===== src/pkg/bsid_pkg.sv =====
// Shared constants, types and helpers for the board status and id bank.
package bsid_pkg;

  // Byte offsets of the registers on the register bus.
  localparam logic [11:0] BSID_OFS_SWITCH   = 12'h00C; // Switch mirror.
  localparam logic [11:0] BSID_OFS_REV      = 12'h010; // Board revision.
  localparam logic [11:0] BSID_OFS_LOCK     = 12'h100; // Loop lock status.
  localparam logic [11:0] BSID_OFS_BUILD    = 12'hFF8; // Build id.
  localparam logic [11:0] BSID_OFS_IRQ_STAT = 12'h200; // Event status.
  localparam logic [11:0] BSID_OFS_IRQ_MASK = 12'h204; // Event mask.

  // Field positions inside the loop lock status register.
  localparam int BSID_LOCK_MASK_LSB = 24; // Mask bits [31:24].
  localparam int BSID_LOCK_FLAG_LSB = 16; // Lock flags [23:16].
  localparam int BSID_LOCK_COMB_BIT = 0;  // Combined lock flag [0].

  // Field positions inside the build identification register.
  localparam int BSID_BUILD_NUM_LSB = 24; // Build number [31:24].
  localparam int BSID_BUILD_REV_LSB = 20; // Target revision [23:20].
  localparam int BSID_BUILD_CAP_LSB = 8;  // Capability flags [10:8].
  localparam int BSID_BUILD_CNT_LSB = 0;  // Register count [7:0].

  // Values after reset and fixed build fields.
  localparam logic [7:0] BSID_RST_MASK      = 8'hFF; // All loops counted.
  localparam logic [7:0] BSID_BUILD_NUM     = 8'h03; // Build number.
  localparam logic [3:0] BSID_BUILD_REV     = 4'h1;  // Targets revision B.
  localparam logic [2:0] BSID_BUILD_CAPS    = 3'h7;  // All queries present.
  localparam logic [7:0] BSID_BUILD_CNT     = 8'h08; // User registers.
  localparam logic [7:0] BSID_BUILD_CNT_MAX = 8'h08; // Upper bound.

  // Board revision codes.
  localparam logic [3:0] BSID_REV_A = 4'h0; // Revision A.
  localparam logic [3:0] BSID_REV_B = 4'h1; // Revision B.
  localparam logic [3:0] BSID_REV_C = 4'h2; // Revision C.

  // Event bit positions in the status and mask registers.
  localparam int BSID_IRQ_W        = 3; // Number of event bits.
  localparam int BSID_EV_LOCK_LOST = 0; // Combined flag fell.
  localparam int BSID_EV_LOCK_GAIN = 1; // Combined flag rose.
  localparam int BSID_EV_SWITCH    = 2; // Switch mirror changed.

  // Phases of the strap capture after reset release.
  typedef enum logic [1:0] {
    BSID_REV_WAIT1,
    BSID_REV_WAIT2,
    BSID_REV_WAIT3,
    BSID_REV_HELD
  } bsid_rev_st_t;

  // State of the register bank outside the event unit and the synchronisers.
  typedef struct packed {
    logic [7:0]   sw;      // Mirrored switch levels.
    logic [3:0]   rev;     // Captured board revision.
    bsid_rev_st_t rev_st;  // Strap capture phase.
    logic [7:0]   mask;    // Loop lock mask bits.
    logic         comb;    // Combined lock flag.
    logic [31:0]  prdata;  // Read data to the bus.
    logic         pready;  // Transfer completion.
    logic         pslverr; // Unmapped address answer.
  } bsid_state_t;

  // Whole state of the event unit.
  typedef struct packed {
    logic [BSID_IRQ_W-1:0] status; // Sticky event bits.
    logic [BSID_IRQ_W-1:0] mask;   // Event enables.
    logic                  irq;    // Interrupt level.
  } bsid_irq_state_t;

  // True when a word address matches a register offset.
  function automatic logic bsid_hit(input logic [11:0] addr,
                                    input logic [11:0] ofs);
    bsid_hit = (addr[11:2] == ofs[11:2]);
  endfunction

endpackage


===== src/verilog/bsid_irq.sv =====
// Sticky event status, mask and interrupt level for the bank.
`timescale 1ns/1ps
module bsid_irq
  import bsid_pkg::*;
(
  input  wire logic                  clk,       // System clock.
  input  wire logic                  rst_n,     // Async reset, active low.
  input  wire logic                  ce,        // Clock enable.
  input  wire logic [BSID_IRQ_W-1:0] event_i,   // One-cycle event pulses.
  input  wire logic                  clr_we,    // Write to status register.
  input  wire logic                  mask_we,   // Write to mask register.
  input  wire logic [BSID_IRQ_W-1:0] wdata,     // Bus write data.
  output logic      [BSID_IRQ_W-1:0] status_o,  // Sticky event bits.
  output logic      [BSID_IRQ_W-1:0] mask_o,    // Event enables.
  output logic                       irq_o      // Interrupt level.
);

  bsid_irq_state_t st_ff;  // Registered state.
  bsid_irq_state_t nxt_st; // Next state.

  // A new event wins over a write-one clear in the same cycle.
  always_comb begin
    nxt_st = st_ff;
    if (clr_we) begin
      nxt_st.status = st_ff.status & ~wdata;
    end
    nxt_st.status = nxt_st.status | event_i;
    if (mask_we) begin
      nxt_st.mask = wdata;
    end
    nxt_st.irq = |(nxt_st.status & nxt_st.mask);
  end

  // Register the state; everything is zero after reset.
  always_ff @(posedge clk or negedge rst_n) begin
    if (!rst_n) begin
      st_ff <= '0;
    end else if (ce) begin
      st_ff <= nxt_st;
    end
  end

  assign status_o = st_ff.status;
  assign mask_o   = st_ff.mask;
  assign irq_o    = st_ff.irq;

endmodule


===== src/verilog/bsid_regs.sv =====
// Board status and identification register bank with an APB slave.
//
// Contract
// - Switch levels read in bits seven to zero.
// - Software cannot change the switch register.
// - Revision code in low four bits.
// - Revision register ignores software writes.
// - Eight loop lock flags in bits 23:16.
// - Mask bit one includes its lock flag.
// - Bit zero set when all included loops locked.
// - Mask bits are writable and retained.
// - Build number in build register top byte.
// - Target board revision in bits 23:20.
// - Bits 10:8 flag supported query commands.
// - Low byte counts user registers, eight maximum.
// - Build register ignores software writes.
// - Bits clear to zero on reset; the mask bits reset to all ones instead.
`timescale 1ns/1ps
module bsid_regs
  import bsid_pkg::*;
(
  input  wire logic        pclk,            // System clock, 25 MHz.
  input  wire logic        presetn,         // Async reset, active low.
  input  wire logic        pce,             // Clock enable, freezes all.
  input  wire logic        psel,            // APB select.
  input  wire logic        penable,         // APB access phase.
  input  wire logic        pwrite,          // APB direction, high writes.
  input  wire logic [11:0] paddr,           // APB byte address.
  input  wire logic [31:0] pwdata,          // APB write data.
  output logic      [31:0] prdata,          // APB read data.
  output logic             pready,          // APB transfer done.
  output logic             pslverr,         // APB error, unmapped.
  input  wire logic        mc_sw_we,        // Controller switch update.
  input  wire logic [7:0]  mc_toggle_levels, // Polled switch levels.
  input  wire logic [7:0]  loop_locked,     // Raw loop lock levels.
  input  wire logic [3:0]  board_rev_strap, // Board revision pins.
  output logic             irq,             // Interrupt, active high.
  output logic             combined_lock_flag // All included loops lock.
);

  bsid_state_t st_ff;  // Registered state of the bank.
  bsid_state_t nxt_st; // Next state of the bank.

  logic [7:0]            lock_sync;  // Synchronised lock flags.
  logic [3:0]            rev_sync;   // Synchronised revision strap.
  logic [BSID_IRQ_W-1:0] ev_status;  // Sticky event bits.
  logic [BSID_IRQ_W-1:0] ev_mask;    // Event enables.
  logic                  irq_lvl;    // Interrupt level from the unit.
  logic [BSID_IRQ_W-1:0] events;     // Event pulses this cycle.
  logic                  acc_start;  // First access cycle of a transfer.
  logic                  acc_done;   // Edge at which a transfer completes.
  logic                  wr_done;    // Completing write.
  logic                  mapped;     // Address hits a register.
  logic [31:0]           rd_word;    // Word selected for reading.
  logic [31:0]           lock_word;  // Loop lock register image.
  logic [31:0]           build_word; // Build register image.

  // Lock flags come from free-running loops in other domains.
  bsid_sync #(
    .W       (8)
  ) u_lock_sync (
    .clk     (pclk),
    .rst_n   (presetn),
    .ce      (pce),
    .async_i (loop_locked),
    .sync_o  (lock_sync)
  );

  // The revision straps are board pins and are synchronised too.
  bsid_sync #(
    .W       (4)
  ) u_rev_sync (
    .clk     (pclk),
    .rst_n   (presetn),
    .ce      (pce),
    .async_i (board_rev_strap),
    .sync_o  (rev_sync)
  );

  // Event status, mask and the interrupt level.
  bsid_irq u_irq (
    .clk      (pclk),
    .rst_n    (presetn),
    .ce       (pce),
    .event_i  (events),
    .clr_we   (wr_done && bsid_hit(paddr, BSID_OFS_IRQ_STAT)),
    .mask_we  (wr_done && bsid_hit(paddr, BSID_OFS_IRQ_MASK)),
    .wdata    (pwdata[BSID_IRQ_W-1:0]),
    .status_o (ev_status),
    .mask_o   (ev_mask),
    .irq_o    (irq_lvl)
  );

  // Bus phases: the answer comes one cycle into the access phase.
  assign acc_start = psel && penable && !st_ff.pready;
  assign acc_done  = psel && penable && st_ff.pready;
  assign wr_done   = acc_done && pwrite;

  // Register images assembled from the state and the fixed fields.
  always_comb begin
    lock_word = '0;
    lock_word[BSID_LOCK_MASK_LSB +: 8] = st_ff.mask;
    lock_word[BSID_LOCK_FLAG_LSB +: 8] = lock_sync;
    lock_word[BSID_LOCK_COMB_BIT]      = st_ff.comb;
    build_word = '0;
    build_word[BSID_BUILD_NUM_LSB +: 8] = BSID_BUILD_NUM;
    build_word[BSID_BUILD_REV_LSB +: 4] = BSID_BUILD_REV;
    build_word[BSID_BUILD_CAP_LSB +: 3] = BSID_BUILD_CAPS;
    build_word[BSID_BUILD_CNT_LSB +: 8] = BSID_BUILD_CNT;
  end

  // Read multiplexer; reserved bits read as zero and unmapped fail.
  always_comb begin
    rd_word = '0;
    mapped  = 1'b1;
    if (bsid_hit(paddr, BSID_OFS_SWITCH)) begin
      rd_word[7:0] = st_ff.sw;
    end else if (bsid_hit(paddr, BSID_OFS_REV)) begin
      rd_word[3:0] = st_ff.rev;
    end else if (bsid_hit(paddr, BSID_OFS_LOCK)) begin
      rd_word = lock_word;
    end else if (bsid_hit(paddr, BSID_OFS_BUILD)) begin
      rd_word = build_word;
    end else if (bsid_hit(paddr, BSID_OFS_IRQ_STAT)) begin
      rd_word[BSID_IRQ_W-1:0] = ev_status;
    end else if (bsid_hit(paddr, BSID_OFS_IRQ_MASK)) begin
      rd_word[BSID_IRQ_W-1:0] = ev_mask;
    end else begin
      mapped = 1'b0;
    end
  end

  // Next state of the bank.
  always_comb begin
    nxt_st = st_ff;
    // Answer one cycle into the access phase, for one cycle only.
    nxt_st.pready  = acc_start;
    nxt_st.pslverr = acc_start && !mapped;
    nxt_st.prdata  = (acc_start && !pwrite && mapped) ? rd_word : '0;
    // Only the controller port updates the switch mirror.
    if (mc_sw_we) begin
      nxt_st.sw = mc_toggle_levels;
    end
    // Strap capture waits until the synchroniser holds real levels.
    case (st_ff.rev_st)
      BSID_REV_WAIT1: begin
        nxt_st.rev_st = BSID_REV_WAIT2;
      end
      BSID_REV_WAIT2: begin
        // The second stage only shows the straps after this edge.
        nxt_st.rev_st = BSID_REV_WAIT3;
      end
      BSID_REV_WAIT3: begin
        nxt_st.rev_st = BSID_REV_HELD;
        nxt_st.rev    = rev_sync;
      end
      BSID_REV_HELD: begin
        nxt_st.rev_st = BSID_REV_HELD;
      end
      default: begin
        nxt_st.rev_st = BSID_REV_WAIT1;
      end
    endcase
    // Software may write only the mask field of the lock register.
    if (wr_done && bsid_hit(paddr, BSID_OFS_LOCK)) begin
      nxt_st.mask = pwdata[BSID_LOCK_MASK_LSB +: 8];
    end
    // Combined flag from present flags and mask, every cycle.
    nxt_st.comb = &(~st_ff.mask | lock_sync);
  end

  // Events raised by the bank itself.
  always_comb begin
    events = '0;
    events[BSID_EV_LOCK_LOST] = st_ff.comb && !nxt_st.comb;
    events[BSID_EV_LOCK_GAIN] = !st_ff.comb && nxt_st.comb;
    events[BSID_EV_SWITCH]    = mc_sw_we && (mc_toggle_levels != st_ff.sw);
  end

  // Register the bank; reset clears all but the mask bits.
  always_ff @(posedge pclk or negedge presetn) begin
    if (!presetn) begin
      st_ff      <= '0;
      st_ff.mask <= BSID_RST_MASK;
    end else if (pce) begin
      st_ff <= nxt_st;
    end
  end

  assign prdata             = st_ff.prdata;
  assign pready             = st_ff.pready;
  assign pslverr            = st_ff.pslverr;
  assign combined_lock_flag = st_ff.comb;
  assign irq                = irq_lvl;
endmodule


===== src/verilog/bsid_sync.sv =====
// Two-stage synchroniser for a vector of slow asynchronous levels.
`timescale 1ns/1ps
module bsid_sync #(
  parameter int W = 8
) (
  input  wire logic         clk,    // System clock.
  input  wire logic         rst_n,  // Asynchronous reset, active low.
  input  wire logic         ce,     // Clock enable, freezes stages.
  input  wire logic [W-1:0] async_i, // Levels from another domain.
  output logic      [W-1:0] sync_o   // Levels safe to use here.
);

  // Both stages form the whole state; stage one feeds stage two only.
  typedef struct packed {
    logic [W-1:0] s2; // Second stage, read by logic.
    logic [W-1:0] s1; // First stage, may be metastable.
  } sync_state_t;

  sync_state_t st_ff;  // Registered stages.
  sync_state_t nxt_st; // Next value of the stages.

  // Shift the levels one stage per enabled edge.
  always_comb begin
    nxt_st    = st_ff;
    nxt_st.s1 = async_i;
    nxt_st.s2 = st_ff.s1;
  end

  // Register the stages; reset clears them.
  always_ff @(posedge clk or negedge rst_n) begin
    if (!rst_n) begin
      st_ff <= '0;
    end else if (ce) begin
      st_ff <= nxt_st;
    end
  end

  assign sync_o = st_ff.s2;

endmodule

===== config.mk =====
export PLATFORM = sky130hd
export DESIGN_NAME = bsid_regs
export DESIGN_NICKNAME = d
export VERILOG_FILES = /design/src/pkg/bsid_pkg.sv /design/src/verilog/bsid_irq.sv /design/src/verilog/bsid_regs.sv /design/src/verilog/bsid_sync.sv
export SDC_FILE = /design/constraint.sdc
export NUM_CORES = 1
export LEC_CHECK = 0
export CAP_MARGIN = 0
export CORE_MARGIN = 5
export CORE_UTILIZATION = 58
export CTS_BUF_LIST = sky130_fd_sc_hd__clkbuf_4 sky130_fd_sc_hd__clkbuf_8
export CTS_CLUSTER_SIZE = 25
export DETAILED_ROUTE_END_ITERATION = 8
export DONT_BUFFER_PORTS = 1
export PLACE_DENSITY = 0.71
export SYNTH_ARGS = -nofsm -noshare
export SYNTH_HDL_FRONTEND = slang
export SYNTH_HIERARCHICAL = 1
export SYNTH_SLANG_ARGS = --single-unit
export TNS_END_PERCENT = 1

===== constraint.sdc =====
create_clock -name pclk -period 2 [get_ports pclk]
set_input_delay 0.2 -clock pclk [delete_from_list [all_inputs] [get_ports pclk]]
set_output_delay 0.2 -clock pclk [all_outputs]
set_load 0.01 [all_outputs]

==> out/qor.txt <==
Clock Path Buffers: 2
DR WL met2: 3700 um
Worst-Skew Late Latency: 0.35 ns
Layout Nets: 399
Worst slew margin: 34.9%
Postcts setup bufs: 0
Period utilisation layout: 91.9%
Critical Path RT: 2.18 ns
Synth area leaders: dfrtp_1, mux2_2, mux2_4, buf_4, dfstp_2
Root Buffer: clkbuf_8
CP arrival: 2.02 ns
Worst slew pin tran: 0.973 ns
Top layer in use: met4
Via-to-Cell Ratio: 5.92
First-pass GRT wire length: 13400 um
FP Rows: 30
Syn Area/Cell: 12.7 um2
Min Hold Slack: -0.469 ns
HP Class: in -> async
Area Growth Syn to Fin: 11.4%
Largest area contributor in the netlist: dfrtp_1
Number of flops mapped to enable cells by yosys: 0
CTS Buf Count: 9
Final HPWL DP: 5300 um
Total iterations of the first detailed-routing run: 4
Iteration-0 DRC Markers: 184
Final setup fails: 0
Pleak: 0.00191 uW
DR DRC count: 0
Dpl ws: -0.0772 ns
Max frequency: 0.544 GHz
Fill count: 495
Vias in the first global route: 2682
Die area: 0.00853 mm2
Ys async rst share: 100%
Post-CTS sizing: 0
Die Span Y: 92.4 um
Fin area: 0.00438 mm2
TritonCTS clock tree: yes
Most frequent cell after synthesis: dfrtp_1
Reg clk slew, reported paths: 0.09 ns
Ant diodes: 0
Fin. max-slew vios: 0
Total chip power: 3370 uW
Synth warnings: 6
Max_cap viols: 0
Number of port buffers: 0
Total GRT Usage: 20.1%
CP Capture Type: flop
Post-synthesis sequential area ratio: 51.8%
Placeable Area: 0.00668 mm2
Fin worst setup slack: 0.163 ns
DP Area: 0.00382 mm2
Failing checks: negative hold slack
Largest net degree at the start of global routing: 82
Initial core utilization: 58.9%
Layout cell share with drive strength beyond 1: 27.9%
Gate Count Post-Synth: 310
Setup Skew: 0.00989 ns
Gp weighted congestion: 0.840
Die X: 92.4 um
Vias: 2444
Worst VDD drop: 0.000590 V
Crit Path Max Fanout: 3
ANT nets after route: 0
Wire per inst: 19.8 um
Hold Buf Count CTS: 36
Clk sinks: 81
Met3 wire len: 529 um
Htree depth: 3
Status: finished with violations
Total grt overflow: 0
Synth cell types: 52
Final-report hold violation count: 81
Crit Path Category: reg -> reg
Crit path time final: 1.84 ns
Synth top cells by count: dfrtp_1, buf_4, mux2_2, a22o_1, mux2_4
Synth Register Bits: 81
CP Launch Type: flop
IO Pins: 107
Power Dens Cells: 768 mW/mm2
RSZ-0062 raised after global routing: false
Primary FF master, synth: dfrtp_1
Synth Cell Area: 0.00394 mm2
M1 wire length: 3770 um
Number of antenna violations at the first check in global routing: 0
Final WL: 8180 um
Top cell type's share of synthesized area: 46.4%
==> power breakdown <==
group	internal, uW	switching, uW
Clock	621	589
Combinational	209	106
Sequential	1750	91.4
Total	2580	787
==> worst max-delay path: stages, from the launching register on <==
cell and delay, ns:
dfstp_2 0.38, inv_1 0.05, o22ai_1 0.08, or4_1 0.60
and2_1 0.22, o221ai_1 0.21, a41oi_2 0.14
==> flip-flops by register name, indices dropped and copies added, names as in the netlist, 3 cells and up <==
| name | cells |
|---|---|
| lock_word | 8 |
| prdata | 25 |
| st_ff | 14 |
| u_irq/mask_o | 3 |
| u_irq/status_o | 3 |
| u_lock_sync/nxt_st | 8 |
| u_lock_sync/sync_o | 8 |
| u_rev_sync/nxt_st | 4 |
| u_rev_sync/sync_o | 4 |
==> per-stage QoR <==
step                std cells  setup TNS, ns  utilization, %
detailed placement        361         -0.115            57.2
CTS                       413              0            65.6
finish                    413              0            65.6
global placement          361        -0.0641            57.2
floorplan                 314              0               -
global route              413              0            65.6
==> layer usage <==
metal	global-route usage, %	up-vias
met5	0	-
met4	10.1	0
met3	5.04	17
met2	29.4	73
met1	27.7	1229
li1	-	1125
==> placed cells by master (no fill, tap or decap), types with 4 or more instances in the layout <==
cell,count
a21boi_0,4
a21oi_1,5
a22o_1,21
buf_4,11
clkbuf_8,10
conb_1,5
dfrtp_1,73
dfstp_2,8
dlygate4sd3_1,36
inv_1,13
mux2_2,26
mux2_4,18
nand2_1,4
nand3b_1,4
nor2_1,10
nor4_1,5
o22ai_1,4
o2bb2ai_1,7
or2_2,4
xor2_1,8
==> path summary, 6_finish.rpt <==
path / to / cells past startpoint / slack, ns / start
hold reg to reg: st_ff[44] / 1 / 0.51 / st_ff[44]
setup reg to reg: u_irq/irq_o / 6 / 0.16 / lock_word[30]
setup / recovery: u_irq/irq_o / 6 / 0.16 / lock_word[30]
max in group asynchronous: lock_word[31] / 0 / 2.28 / presetn
min in group pclk: u_rev_sync/sync_o[2] / 1 / 0.02 / pce
hold / removal: prdata[26] / 0 / -0.47 / presetn
==> cells by family after synthesis <==
group,after synthesis,share of synthesized area (%)
AOI/OAI and AO/OA,55,11.2
muxes,49,15.7
other,1,0.0953
xor gates and xnor gates,9,2.00
buffers and inverters,58,9.60
DFF,81,51.8
and+or+nand+nor,57,9.63
==> layout make-up <==
class                      instances  area, um2  share of cell area, %
clock buffer                      11        145                   3.31
clock inverter                     5       55.1                   1.26
inverter                          14       52.6                   1.20
multi-input combinational        175       1550                   35.4
sequential                        81       2040                   46.5
tap                               80        100                   2.28
timing repair buffer              47        443                   10.1
Note: power is estimated with default switching activity, not from simulation.
